$ cat config.mk
export PLATFORM = sky130hd
export DESIGN_NAME = bstr_tap
export DESIGN_NICKNAME = d
export VERILOG_FILES = /design/src/design/bstr_pkg.sv /design/src/design/bstr_tap.sv
export VERILOG_INCLUDE_DIRS = /design/src /design/src/design
export SDC_FILE = /design/constraint.sdc
export NUM_CORES = 1
export LEC_CHECK = 0
export ABC_AREA = 1
export ABC_CLOCK_PERIOD_IN_PS = 10040
export BUFFER_PORTS_ARGS = -buffer_cell sky130_fd_sc_hd__buf_2
export CAP_MARGIN = 40
export CORE_ASPECT_RATIO = 1.1
export CORE_UTILIZATION = 59
export CTS_CLUSTER_SIZE = 25
export DETAILED_ROUTE_END_ITERATION = 8
export PLACE_DENSITY = 0.8
export SETUP_SLACK_MARGIN = 0.3
export SYNTH_ARGS = -nofsm -noshare
export SYNTH_HDL_FRONTEND = slang
export SYNTH_SLANG_ARGS = --single-unit
$ cat constraint.sdc
create_clock -name sys_clk -period 10.04 [get_ports sys_clk]
set_clock_uncertainty 0.1 [all_clocks]
set_input_delay 0.502 -clock sys_clk [delete_from_list [all_inputs] [get_ports sys_clk]]
set_output_delay 0.502 -clock sys_clk [all_outputs]
set_load 0.01 [all_outputs]
$ cat src/design/bstr_cfg.svh
`ifndef BSTR_CFG_SVH
`define BSTR_CFG_SVH

// ********************************************************************
// Widths and fixed patterns
// ********************************************************************
`define BSTR_IR_LEN 8
`define BSTR_BSR_LEN 48
`define BSTR_ID_LEN 32
`define BSTR_IR_CAPTURE 8'h81
`define BSTR_IR_RESET 8'h81
`define BSTR_OE_MSB 47
`define BSTR_OE_LSB 44
`define BSTR_OE_RESET 4'hf
`define BSTR_BYPASS_CAPTURE 1'b0
// Arbitrary neutral identification value; bit 0 kept at one.
`define BSTR_ID_DEFAULT 32'h1000_0001

// ********************************************************************
// Instruction codes
// ********************************************************************
`define BSTR_OP_EXTEST 8'h00
`define BSTR_OP_IDCODE 8'h81
`define BSTR_OP_SAMPLE 8'h82
`define BSTR_OP_HIGHZ 8'h06
`define BSTR_OP_CLAMP 8'h87

`endif

$ cat src/design/bstr_pkg.sv
package bstr_pkg;

    // ****************************************************************
    // Controller states
    // ****************************************************************
    typedef enum logic [3:0] {
        ST_RESET = 4'h0,
        ST_IDLE = 4'h1,
        ST_SEL_DR = 4'h3,
        ST_CAP_DR = 4'h2,
        ST_SHIFT_DR = 4'h6,
        ST_EXIT1_DR = 4'h7,
        ST_PAUSE_DR = 4'h5,
        ST_EXIT2_DR = 4'h4,
        ST_UPD_DR = 4'hc,
        ST_SEL_IR = 4'hd,
        ST_CAP_IR = 4'hf,
        ST_SHIFT_IR = 4'he,
        ST_EXIT1_IR = 4'ha,
        ST_PAUSE_IR = 4'hb,
        ST_EXIT2_IR = 4'h9,
        ST_UPD_IR = 4'h8
    } bstr_state_t;

    // ****************************************************************
    // Test access pins after synchronisation
    // ****************************************************************
    typedef struct packed {
        logic tck;
        logic tms;
        logic tdi;
    } bstr_pins_t;

endpackage

$ cat src/design/bstr_tap.sv
`timescale 1ns/1ns
`include "bstr_cfg.svh"
module bstr_tap #(
    parameter logic [`BSTR_ID_LEN-1:0] ID_VALUE = `BSTR_ID_DEFAULT
) (
    // Clock, reset and enable
    input wire logic sys_clk,
    input wire logic rst,
    input wire logic clk_en,
    // Test access pins
    input wire logic tck,
    input wire logic tms,
    input wire logic tdi,
    output logic tdo,
    output logic tdo_oe_n,
    // Boundary pin levels, one cell per pin
    input wire logic [`BSTR_BSR_LEN-1:0] pin_level,
    // Boundary drive values and mode
    output logic [`BSTR_BSR_LEN-1:0] cell_drive,
    output logic test_mode,
    output logic [3:0] port_drive
);

    // ****************************************************************
    // Pin synchronisers and test clock edges
    // ****************************************************************
    bstr_pkg::bstr_pins_t pins_meta;
    bstr_pkg::bstr_pins_t pins_s;
    logic tck_d;
    logic [`BSTR_BSR_LEN-1:0] level_meta;
    logic [`BSTR_BSR_LEN-1:0] level_s;

    always_ff @(posedge sys_clk or posedge rst) begin
        if (rst) begin
            pins_meta <= '0;
            pins_s <= '0;
            tck_d <= 1'b0;
            level_meta <= '0;
            level_s <= '0;
        end else if (clk_en) begin
            pins_meta <= '{tck: tck, tms: tms, tdi: tdi};
            pins_s <= pins_meta;
            tck_d <= pins_s.tck;
            level_meta <= pin_level;
            level_s <= level_meta;
        end
    end

    // Controller, shift registers and tdo move on these two strobes only; mode and reset loads follow clk_en.
    wire tck_rise = clk_en & pins_s.tck & ~tck_d;
    wire tck_fall = clk_en & ~pins_s.tck & tck_d;
    wire tms_s = pins_s.tms;
    wire tdi_s = pins_s.tdi;

    // ****************************************************************
    // Controller
    // ****************************************************************
    bstr_pkg::bstr_state_t state;
    bstr_pkg::bstr_state_t next_state;

    always_comb begin
        case (state)
            bstr_pkg::ST_RESET:
                next_state = tms_s ? bstr_pkg::ST_RESET : bstr_pkg::ST_IDLE;
            bstr_pkg::ST_IDLE:
                next_state = tms_s ? bstr_pkg::ST_SEL_DR : bstr_pkg::ST_IDLE;
            bstr_pkg::ST_SEL_DR:
                next_state = tms_s ? bstr_pkg::ST_SEL_IR : bstr_pkg::ST_CAP_DR;
            bstr_pkg::ST_CAP_DR:
                next_state = tms_s ? bstr_pkg::ST_EXIT1_DR
                                   : bstr_pkg::ST_SHIFT_DR;
            bstr_pkg::ST_SHIFT_DR:
                next_state = tms_s ? bstr_pkg::ST_EXIT1_DR
                                   : bstr_pkg::ST_SHIFT_DR;
            bstr_pkg::ST_EXIT1_DR:
                next_state = tms_s ? bstr_pkg::ST_UPD_DR
                                   : bstr_pkg::ST_PAUSE_DR;
            bstr_pkg::ST_PAUSE_DR:
                next_state = tms_s ? bstr_pkg::ST_EXIT2_DR
                                   : bstr_pkg::ST_PAUSE_DR;
            bstr_pkg::ST_EXIT2_DR:
                next_state = tms_s ? bstr_pkg::ST_UPD_DR
                                   : bstr_pkg::ST_SHIFT_DR;
            bstr_pkg::ST_UPD_DR:
                next_state = tms_s ? bstr_pkg::ST_SEL_DR : bstr_pkg::ST_IDLE;
            bstr_pkg::ST_SEL_IR:
                next_state = tms_s ? bstr_pkg::ST_RESET : bstr_pkg::ST_CAP_IR;
            bstr_pkg::ST_CAP_IR:
                next_state = tms_s ? bstr_pkg::ST_EXIT1_IR
                                   : bstr_pkg::ST_SHIFT_IR;
            bstr_pkg::ST_SHIFT_IR:
                next_state = tms_s ? bstr_pkg::ST_EXIT1_IR
                                   : bstr_pkg::ST_SHIFT_IR;
            bstr_pkg::ST_EXIT1_IR:
                next_state = tms_s ? bstr_pkg::ST_UPD_IR
                                   : bstr_pkg::ST_PAUSE_IR;
            bstr_pkg::ST_PAUSE_IR:
                next_state = tms_s ? bstr_pkg::ST_EXIT2_IR
                                   : bstr_pkg::ST_PAUSE_IR;
            bstr_pkg::ST_EXIT2_IR:
                next_state = tms_s ? bstr_pkg::ST_UPD_IR
                                   : bstr_pkg::ST_SHIFT_IR;
            bstr_pkg::ST_UPD_IR:
                next_state = tms_s ? bstr_pkg::ST_SEL_DR : bstr_pkg::ST_IDLE;
            default:
                next_state = bstr_pkg::ST_RESET;
        endcase
    end

    always_ff @(posedge sys_clk or posedge rst) begin
        if (rst) begin
            state <= bstr_pkg::ST_RESET;
        end else if (tck_rise) begin
            state <= next_state;
        end
    end

    // ****************************************************************
    // Instruction decode
    // ****************************************************************
    logic [`BSTR_IR_LEN-1:0] instr;
    wire op_extest = instr == `BSTR_OP_EXTEST;
    wire op_sample = instr == `BSTR_OP_SAMPLE;
    wire op_idcode = instr == `BSTR_OP_IDCODE;
    wire op_highz = instr == `BSTR_OP_HIGHZ;
    wire op_clamp = instr == `BSTR_OP_CLAMP;
    wire sel_bsr = op_extest | op_sample;
    wire sel_id = op_idcode;
    wire sel_bypass = ~sel_bsr & ~sel_id;
    wire next_test_mode = op_extest | op_clamp | op_highz;

    wire in_reset = state == bstr_pkg::ST_RESET;
    wire cap_dr = tck_rise & (state == bstr_pkg::ST_CAP_DR);
    wire sh_dr = tck_rise & (state == bstr_pkg::ST_SHIFT_DR);
    wire cap_ir = tck_rise & (state == bstr_pkg::ST_CAP_IR);
    wire sh_ir = tck_rise & (state == bstr_pkg::ST_SHIFT_IR);
    wire upd_dr = tck_fall & (state == bstr_pkg::ST_UPD_DR);
    wire upd_ir = tck_fall & (state == bstr_pkg::ST_UPD_IR);

    // ****************************************************************
    // Instruction shift stage and shadow
    // ****************************************************************
    logic [`BSTR_IR_LEN-1:0] ir_shift;

    always_ff @(posedge sys_clk or posedge rst) begin
        if (rst) begin
            ir_shift <= `BSTR_IR_RESET;
        end else if (cap_ir) begin
            ir_shift <= `BSTR_IR_CAPTURE;
        end else if (sh_ir) begin
            ir_shift <= {tdi_s, ir_shift[`BSTR_IR_LEN-1:1]};
        end
    end

    // The shadow moves only on the update strobe or in Test-Logic-Reset, so an instruction
    // arriving with bad parity is still obeyed; checking is the tester's.
    always_ff @(posedge sys_clk or posedge rst) begin
        if (rst) begin
            instr <= `BSTR_IR_RESET;
            test_mode <= 1'b0;
        end else if (clk_en && in_reset) begin
            instr <= `BSTR_IR_RESET;
            test_mode <= 1'b0;
        end else if (upd_ir) begin
            instr <= ir_shift;
            test_mode <= 1'b0;
        end else if (clk_en) begin
            test_mode <= next_test_mode;
        end
    end

    // ****************************************************************
    // Data registers
    // ****************************************************************
    logic [`BSTR_BSR_LEN-1:0] bsr_shift;
    logic [`BSTR_ID_LEN-1:0] id_shift;
    logic bypass;

    // Each I/O cell captures the pin level whichever way it points.
    always_ff @(posedge sys_clk or posedge rst) begin
        if (rst) begin
            bsr_shift <= {`BSTR_OE_RESET, {(`BSTR_BSR_LEN-4){1'b0}}};
        end else if (cap_dr && sel_bsr) begin
            bsr_shift <= level_s;
        end else if (sh_dr && sel_bsr) begin
            bsr_shift <= {tdi_s, bsr_shift[`BSTR_BSR_LEN-1:1]};
        end
    end

    always_ff @(posedge sys_clk or posedge rst) begin
        if (rst) begin
            cell_drive <= {`BSTR_OE_RESET, {(`BSTR_BSR_LEN-4){1'b0}}};
        end else if (clk_en && in_reset) begin
            cell_drive[`BSTR_OE_MSB:`BSTR_OE_LSB] <= `BSTR_OE_RESET;
        end else if (upd_dr && sel_bsr) begin
            cell_drive <= bsr_shift;
        end
    end

    always_ff @(posedge sys_clk or posedge rst) begin
        if (rst) begin
            id_shift <= '0;
            bypass <= 1'b0;
        end else begin
            if (cap_dr && sel_id) begin
                id_shift <= ID_VALUE;
            end else if (sh_dr && sel_id) begin
                id_shift <= {tdi_s, id_shift[`BSTR_ID_LEN-1:1]};
            end
            if (cap_dr && sel_bypass) begin
                bypass <= `BSTR_BYPASS_CAPTURE;
            end else if (sh_dr && sel_bypass) begin
                bypass <= tdi_s;
            end
        end
    end

    // Enable cells are active low; high impedance mode overrides them.
    always_ff @(posedge sys_clk or posedge rst) begin
        if (rst) begin
            port_drive <= 4'h0;
        end else if (clk_en) begin
            port_drive <= {4{test_mode & ~op_highz}} &
                ~cell_drive[`BSTR_OE_MSB:`BSTR_OE_LSB];
        end
    end

    // ****************************************************************
    // Serial output on the falling edge
    // ****************************************************************
    wire dr_lsb = sel_bsr ? bsr_shift[0] : (sel_id ? id_shift[0] : bypass);
    wire in_sh_ir = state == bstr_pkg::ST_SHIFT_IR;
    wire in_sh_dr = state == bstr_pkg::ST_SHIFT_DR;

    always_ff @(posedge sys_clk or posedge rst) begin
        if (rst) begin
            tdo <= 1'b0;
            tdo_oe_n <= 1'b1;
        end else if (tck_fall) begin
            tdo <= in_sh_ir ? ir_shift[0] : dr_lsb;
            tdo_oe_n <= ~(in_sh_ir | in_sh_dr);
        end
    end
endmodule

==> impl_metrics.ini, run 1 <==
[layout]
synthToLayoutAreaGrowth_pct = 14.7
fin_nets = 1431
utilization = 0.698
final_cell_mix = 495 x nand2_1, 245 x dfrtp_1, 125 x inv_1, 108 x o21ai_0, 107 x buf_2
diodes = 0
final_area_um2 = 12400
drive_gt1_frac = 0.141
final_common_cell = nand2_1

[placed_design]
place_area_um2 = 11500
dp_hpwl_mm = 14.0
port_buffers = 108
gp_congestion = 0.830

[logic_synthesis]
yosysTopAreaCell = dfrtp_1
avgSynthCellArea_um2 = 8.37
yosysUniqueCellTypes = 26
yosysSeqAreaShare = 0.600
ys_warn_count = 0
syn_area_um2 = 10800
synth_top_area_frac = 0.568
synth_cells = 1294
syn_nets = 1348
netlist_top_cells_area = dfrtp_1 57%, nand2_1 17%, o21ai_0 5.0%
synth-seq-cells = 259

[worst_setup_path]
end_kind = register
crit_slowest_cell = dfrtp_4
start_kind = register
slowest_delay_ns = 0.71
critPathMaxFanout = 65
cpMostUsedCell = nand2_1
r2r_setup_slack_ns = 7.26
crit_arrival_ns = 3.08
reg2reg_depth = 9
worst-setup-path-type = reg -> reg
reg2reg_from = state[2]
worst-endpoint-required_ns = 10.33
reg2reg_to = test_mode
crit_chain = buf_4 -> inv_2 -> nand2_1 -> nor3_4 -> inv_1 -> nand2_1 -> nor2_1 -> nand2_1 -> o21ai_1

[sta]
fin_setup_tns_ns = 0
setup_violations = 0
period_minus_slack_ns = 2.78
finalMaxSlewViolations = 0
relSlewSlack = 0.386
max_freq_mhz = 359
hold_violations = 0
tightestPinTransition_ns = 0.921
finalCritPeriodShare = 0.277
rsz0062_at_grt = false
whs_ns = 0.0760

[power_and_ir_drop]
leakage_uw = 0.00687
p_per_area_nw_per_um2 = 202
ir_worst_vdd_v = 0.000126

[route]
drc = 0
drt-pass1-iter-count = 5
vias = 8458
wl_per_cell_um = 13.6
dr.first_iter.drc_count = 643
antenna_left = 0
viasPerCell = 5.17
wirelength_mm = 22.2

[global_routing]
grt_max_degree = 100
grt_busiest_layer = met2
grt_pass1_vias = 8159
grt.met2_usage = 0.427
grt_util_met1 = 0.329
grt_antenna_before_repair = 0
grt_pass1_wl_mm = 38.1
grt.total_usage = 0.247
overflow = 0
grtUsageMet3 = 0.0326

[worst_hold_path]
whs_path_depth = 3
min_to = level_meta[17]
hold_class = in -> reg
min_from = pin_level[17]

[status]
outcome = finished clean

[run]
maxCapViolCount = 0

[cts]
cts_sinks = 259
cts_made_buffers = 26
clk_latency_ns = 0.52
cts_root_buf = clkbuf_16
cts.clk_slew.worst_paths_ns = 0.06
htreeDepth = 1
post_cts_resized = 0
tritoncts = built
cts_buffer_depth = 3

[floorplan]
die_h_um = 144
initial_utilization = 0.608
ios = 109
num_rows = 51
fp.coreArea_um2 = 17800
dieWidth_um = 131
die-area_um2 = 18900
==> registers in the layout (all words and copies together) (netlist names) <==
name        count
cell_drive     48
tdo             1
bsr_shift      48
pins_s          1
instr           8
tdo_oe_n        1
tdi_s           1
id_shift       32
test_mode       1
bypass          1
ir_shift        8
tms_s           1
port_drive      4
level_meta     48
pins_meta       3
tck_d           1
state           4
level_s        48
==> cells by family (layout without fill, tap and decap cells) <==
group	after synthesis	count (layout)	synth area share
flops	259	259	0.600
simple gates	612	612	0.219
compound gates	217	217	0.103
buf+inv	206	309	0.0776
==> cells in the mapped netlist <==
cell	instances
nand2_1	496
dfrtp_1	246
inv_1	126
o21ai_0	108
nor2_1	77
a21oi_1	54
clkbuf_1	43
o21ai_1	41
nand3_1	29
inv_2	14
dfstp_2	13
buf_2	12
buf_6	5
o31ai_1	5
a31oi_1	4
buf_4	4
nand2_2	3
nand4_1	2
nor2_4	2
nor3_1	2
o211ai_1	2
o22ai_1	2
a22o_1	1
buf_1	1
clkinv_1	1
nor3_4	1
==> power breakdown <==
group,internal (uW),switching (uW),total (uW)
clock,579,392,971
combinational,103,230,333
sequential,1130,79.2,1210
total,1810,702,2510
==> worst max-delay path: cells and delay by family (launching register included) <==
family	cells	cell delay, ns
simple gates	5	0.90
buf+inv	3	0.85
flops	1	0.71
compound gates	1	0.05
==> worst max path at each step <==
stage / endpoint / cells past startpoint / from / slack [ns]
final: test_mode / 9 / state[2] / 7.26
after detailed placement: cell_drive[26] / 7 / clk_en / 7.17
after CTS: test_mode / 9 / state[2] / 7.28
after global placement: cell_drive[29] / 7 / clk_en / 6.74
after floorplan: bsr_shift[0] / 1 / rst / 2.33
after global routing: test_mode / 9 / state[2] / 6.97
==> what timing repair did <==
| item | in CTS | in global routing |
|---|---|---|
| hold endpoints to repair | 30 | 0 |
| setup buffers | 0 | 0 |
| hold buffers | 1 | 0 |
==> metrics by stage <==
step | std cells | worst slack [ns] | total power (uW)
final | 1635 | 7.26 | 2510
after global routing | 1635 | 6.97 | 2640
after CTS | 1635 | 7.28 | 2530
after detailed placement | 1586 | 7.17 | 1560
after global placement | 1581 | 6.74 | 1530
after floorplan | 1294 | 2.33 | 1460
==> layer usage <==
metal	vias to the layer above	wire, um
met4	0	451
met2	211	10800
met5	-	0
met3	36	1170
met1	4044	9830
li1	4167	-
==> area by class of cell <==
cell class / count / area (um^2)
flip-flops and latches: 259 / 6500
fillers: 1393 / 5380
multi-input cells: 829 / 3490
clock buffers: 42 / 812
repair buffers: 120 / 721
inverters: 141 / 537
well taps: 238 / 298
clock inverters: 6 / 63.8
Note: power is estimated with default switching activity, not from simulation.
==> run 2: changes to the inputs <==
--- a/config.mk
+++ b/config.mk
@@ -7,7 +7,7 @@
 export NUM_CORES = 1
 export LEC_CHECK = 0
 export ABC_AREA = 1
-export ABC_CLOCK_PERIOD_IN_PS = 10040
+export ABC_CLOCK_PERIOD_IN_PS = 2700
 export BUFFER_PORTS_ARGS = -buffer_cell sky130_fd_sc_hd__buf_2
 export CAP_MARGIN = 40
 export CORE_ASPECT_RATIO = 1.1
==> constraint.sdc (replaced) <==
create_clock -name sys_clk -period 2.7 [get_ports sys_clk]
set_clock_uncertainty 0.1 [all_clocks]
set_input_delay 0.135 -clock sys_clk [delete_from_list [all_inputs] [get_ports sys_clk]]
set_output_delay 0.135 -clock sys_clk [all_outputs]
set_load 0.01 [all_outputs]
==> run 2 against run 1 <==
Compared with the run above: die area unchanged; cell count up 3.7%; worst setup slack worse by 6.8 ns; core utilization up 3.1 points; hold slack worse by 0.048 ns; critical endpoint is now cell_drive[13]; highest routed layer unchanged.
==> impl_metrics.ini, run 2 (same netlist as run 1, synthesis figures left out) <==
[placed_design]
port_buffers = 108
dp_hpwl_mm = 14.3
place_inst = 1595
gp_congestion = 0.821

[cts]
clk_latency_ns = 0.52
cts_buffer_depth = 3
cts_setup_buffers = 0
tritoncts = built
htreeDepth = 1
cts.clk_slew.worst_paths_ns = 0.07
cts_made_buffers = 25
cts_root_buf = clkbuf_16
post_cts_resized = 0
cts_sinks = 259

[power_and_ir_drop]
seqPwrFrac = 0.469
ir_worst_vdd_v = 0.000548
p_int_uw = 6720
power_uw = 9360
p_sw_uw = 2650
p_clk_frac = 0.378
swShare = 0.283
p_per_area_nw_per_um2 = 721
leakage_uw = 0.00710
pwr-share-comb = 0.152

[worst_setup_path]
worst-setup-path-type = reg -> reg
cpMostUsedCell = nand2_1
reg2reg_depth = 9
start_kind = register
endpoint = cell_drive[13]
crit_arrival_ns = 2.55
crit_start = instr[7]
reg2reg_to = cell_drive[13]
crit_slowest_cell = dfstp_2
reg2reg_from = instr[7]
crit_chain = nand2_1 -> nor2_1 -> nand2_1 -> nand2_1 -> nand2_2 -> inv_2 -> buf_12 -> nand2_1 -> nand2_1
slowest_delay_ns = 0.57
r2r_setup_slack_ns = 0.49
critPathMaxFanout = 33
worst-endpoint-required_ns = 3.04
end_kind = register

[worst_hold_path]
hold_class = in -> async

[route]
viasPerCell = 5.28
drc = 0
dr.first_iter.drc_count = 554
vias = 8948
drt-pass1-iter-count = 7
antenna_left = 0
wirelength_mm = 25.1
wl_per_cell_um = 14.8

[run]
maxCapViolCount = 0

[floorplan]
dieWidth_um = 131
die-area_um2 = 18900
die_h_um = 144
ios = 109
initial_utilization = 0.608
fp.coreArea_um2 = 17800
num_rows = 51

[sta]
max_freq_mhz = 452
relSlewSlack = 0.528
setup_violations = 0
finalCritPeriodShare = 0.820
tightestPinTransition_ns = 0.708
finalMaxSlewViolations = 0
period_minus_slack_ns = 2.21
hold_violations = 0
rsz0062_at_grt = false
whs_ns = 0.0283

[layout]
finalNonFillerCells = 1695
drive_gt1_frac = 0.139
final_cell_mix = 495 x nand2_1, 245 x dfrtp_1, 125 x inv_1, 108 x o21ai_0, 107 x buf_2
synthToLayoutAreaGrowth_pct = 19.9
final_common_cell = nand2_1
fin_nets = 1491

[global_routing]
grt_pass1_vias = 8607
grt_pass1_wl_mm = 41.1
grt.total_usage = 0.271
grt_antenna_before_repair = 0
overflow = 0
grt_max_degree = 157

[status]
outcome = finished clean
-- run 2: how the worst min path moves through the flow --
stage                  startpoint              to  slack, ns
finish                        rst        instr[5]       0.03
global route                  rst        instr[6]       0.05
CTS                           rst        instr[5]       0.02
detailed placement            rst        instr[4]       0.02
global placement              rst        instr[6]       0.23
floorplan           pin_level[46]  level_meta[46]       0.15
-- run 2: what timing repair did --
action                                 CTS  global route
endpoints found under the hold margin  208             0
hold buffers                            53             0
setup endpoints to repair                0             0
-- run 2: routing by layer --
metal	wire length [um]	GRT usage
met5	0	0
met4	835	0.107
met3	1330	0.0351
met2	12500	0.474
met1	10400	0.346
-- run 2: power groups by stage --
| stage | clock (uW) | sequential [uW] | combinational [uW] |
|---|---|---|---|
| 6_report | 3540 | 4390 | 1430 |
| 2_1_floorplan | 0 | 4390 | 1050 |
| 4_1_cts | 3560 | 4380 | 1410 |
| 5_1_grt | 3750 | 4420 | 1630 |
| 3_5_place_dp | 0 | 4450 | 1350 |
| 3_3_place_gp | 0 | 4440 | 1310 |
-- run 2: metrics by stage --
step | setup WS, ns | cell area (um^2) | utilization | TNS (ns)
after CTS | 0.560 | 13000 | 0.729 | 0
after global routing | 0.366 | 13000 | 0.729 | 0
after detailed placement | 0.593 | 11600 | 0.653 | 0
after global placement | 0.660 | 11600 | 0.651 | 0
final | 0.486 | 13000 | 0.729 | 0
after floorplan | -0.938 | 10800 | - | -231.25
-- run 2: final cells by class --
cell class	instances	area (um^2)
Tap cell	238	298
Timing Repair Buffer	181	1320
Fill cell	1263	4820
Clock inverter	7	91.3
Antenna cell	1	2.50
Multi-Input combinational cell	829	3490
Sequential cell	259	6500
Clock buffer	39	738
Inverter	141	533
-- run 2: critical path: cells and delay by family, from the launching register on --
family,cells,cell delay [ns]
flops,1,0.57
simple gates,7,1.04
buf+inv,2,0.38
==> run 3: changes to the inputs <==
--- a/config.mk
+++ b/config.mk
@@ -7,14 +7,14 @@
 export NUM_CORES = 1
 export LEC_CHECK = 0
 export ABC_AREA = 1
-export ABC_CLOCK_PERIOD_IN_PS = 2700
+export ABC_CLOCK_PERIOD_IN_PS = 1800
 export BUFFER_PORTS_ARGS = -buffer_cell sky130_fd_sc_hd__buf_2
 export CAP_MARGIN = 40
 export CORE_ASPECT_RATIO = 1.1
-export CORE_UTILIZATION = 59
+export CORE_UTILIZATION = 53
 export CTS_CLUSTER_SIZE = 25
 export DETAILED_ROUTE_END_ITERATION = 8
-export PLACE_DENSITY = 0.8
+export PLACE_DENSITY = 0.76
 export SETUP_SLACK_MARGIN = 0.3
 export SYNTH_ARGS = -nofsm -noshare
 export SYNTH_HDL_FRONTEND = slang
==> constraint.sdc (replaced) <==
create_clock -name sys_clk -period 1.8 [get_ports sys_clk]
set_clock_uncertainty 0.1 [all_clocks]
set_input_delay 0.09 -clock sys_clk [delete_from_list [all_inputs] [get_ports sys_clk]]
set_output_delay 0.09 -clock sys_clk [all_outputs]
set_load 0.01 [all_outputs]
==> run 3 against run 2 <==
Compared with the run above: the flow now finishes with violations (DRC, setup timing); die area grew 11%; clock power increased by 75%; largest cell class unchanged; clock-buffer cell count shrank 10; worst setup slack got worse by 0.56 ns; critical path depth rose by 3; power is 70% higher; cell count rose by 4.9%; wire length is 29% higher.
==> impl_metrics.ini, run 3 (same netlist as run 1, synthesis figures left out) <==
[status]
outcome = finished with violations
failed_checks = DRC, setup timing

[layout]
drive_gt1_frac = 0.318
fillers = 1165
ff_latch_area_um2 = 6500
fin_nets = 1560
final_area_um2 = 15300
final_cell_mix = 379 x nand2_1, 243 x dfrtp_1, 113 x inv_1, 107 x buf_2, 79 x o21ai_0
diodes = 0
multi_input_area_um2 = 4490
final_common_cell = nand2_1
synthToLayoutAreaGrowth_pct = 41.0
utilization = 0.766

[floorplan]
dieWidth_um = 138
die-area_um2 = 21000
fp.coreArea_um2 = 19900
die_h_um = 152
initial_utilization = 0.543
ios = 109
num_rows = 54

[cts]
htreeDepth = 1
cts.clk_slew.worst_paths_ns = 0.07
tritoncts = built
clk_latency_ns = 0.55
cts_root_buf = clkbuf_16
cts_buffer_depth = 3
cts_sinks = 259
cts_made_buffers = 27

[sta]
setup_violations = 61
rsz0062_at_grt = true
setup_ws_ns = -0.0775
period_minus_slack_ns = 1.88
finalMaxSlewViolations = 0
tightestPinTransition_ns = 0.516
finalCritPeriodShare = 1.04
relSlewSlack = 0.656
hold_violations = 0
fin_setup_tns_ns = -1.84
max_freq_mhz = 533

[worst_setup_path]
reg2reg_to = bsr_shift[31]
r2r_setup_slack_ns = -0.08
crit_slowest_cell = dfstp_2
reg2reg_depth = 12
crit_family = buffers and inverters
cp.depth = 12
start_kind = register
critPathBufInv = 6
crit_chain = inv_2 -> nand2_1 -> nor2_4 -> nand2_2 -> nand2_4 -> inv_4 -> nor2_4 -> buf_12 -> buf_12 -> buf_16 -> o21ai_2 -> inv_1
crit_arrival_ns = 2.21
worst-setup-path-type = reg -> reg
slowest_delay_ns = 0.55
worst-endpoint-required_ns = 2.13
end_kind = register
reg2reg_from = instr[0]
critPathMaxFanout = 8

[run]
maxCapViolCount = 0

[global_routing]
grt_pass1_vias = 9256
grt_pass1_wl_mm = 46.0
grt_antenna_before_repair = 0
overflow = 0
grt.total_usage = 0.272
grt_max_degree = 120

[route]
dr.first_iter.drc_count = 823
viasPerCell = 5.51
drc = 8
vias = 9788
wl_per_cell_um = 18.1
antenna_left = 0
drt-pass1-iter-count = 7
wirelength_mm = 32.2

[power_and_ir_drop]
p_per_area_nw_per_um2 = 1050
power_uw = 16000
ir_worst_vdd_v = 0.000914
leakage_uw = 0.00843

[worst_hold_path]
hold_class = in -> async

[placed_design]
gp_congestion = 0.815
dp_hpwl_mm = 14.5
place_area_um2 = 11800
port_buffers = 108
dp_slack_ns = -0.0424
## run 3: cell type report
class                   instances  share of cell area
flip-flops and latches        259               0.426
repair buffers                248               0.159
inverters                     141              0.0370
well taps                     252              0.0207
clock buffers                  29              0.0447
clock inverters                20              0.0186
multi-input cells             829               0.294
## run 3: worst reg2reg max path, delay by kind of cell, from the launching register on
family                 cells  cell delay [ns]
AOI/OAI and AO/OA          1             0.13
DFF                        1             0.55
buffers and inverters      6             0.63
and+or+nand+nor            5             0.34
## run 3: per-stage QoR
step	instances	hold slack (ns)
floorplan	1294	0.102
global route	1778	0.186
global placement	1625	-0.0414
detailed placement	1625	-0.0458
finish	1778	0.124
CTS	1756	0.140
## run 3: layer usage
layer / wire, um / share of wire / vias up / track usage
met2: 16400 / 0.51 / 431 / 0.471
met5: 0 / 0 / - / 0
met1: 12300 / 0.38 / 4775 / 0.349
met4: 1570 / 0.049 / 0 / 0.111
li1: - / - / 4455 / -
met3: 1960 / 0.061 / 127 / 0.0325
## run 3: worst max-delay path by stage
stage | from | endpoint | slack, ns
2_1_floorplan | rst | bsr_shift[0] | -1.79
3_3_place_gp | instr[7] | cell_drive[19] | 0.02
3_5_place_dp | instr[7] | bsr_shift[32] | -0.04
4_1_cts | instr[7] | bsr_shift[13] | 0.02
5_1_grt | instr[0] | bsr_shift[17] | -0.13
6_report | instr[0] | bsr_shift[31] | -0.08
## run 3: timing repair
action | in CTS | in global routing
endpoints found under the hold margin | 316 | 0
setup buffers | 9 | 15
resized for setup | 80 | 264
cloned | 12 | 7
setup endpoints to repair | 141 | 152
pin swaps | 11 | 37
hold buffers | 61 | 0
## run 3: power by group
group / switching, uW / internal, uW / leakage (uW)
logic: 1980 / 1180 / 0.00457
registers: 317 / 6300 / 0.00337
clock network: 2420 / 3760 / 0.000483
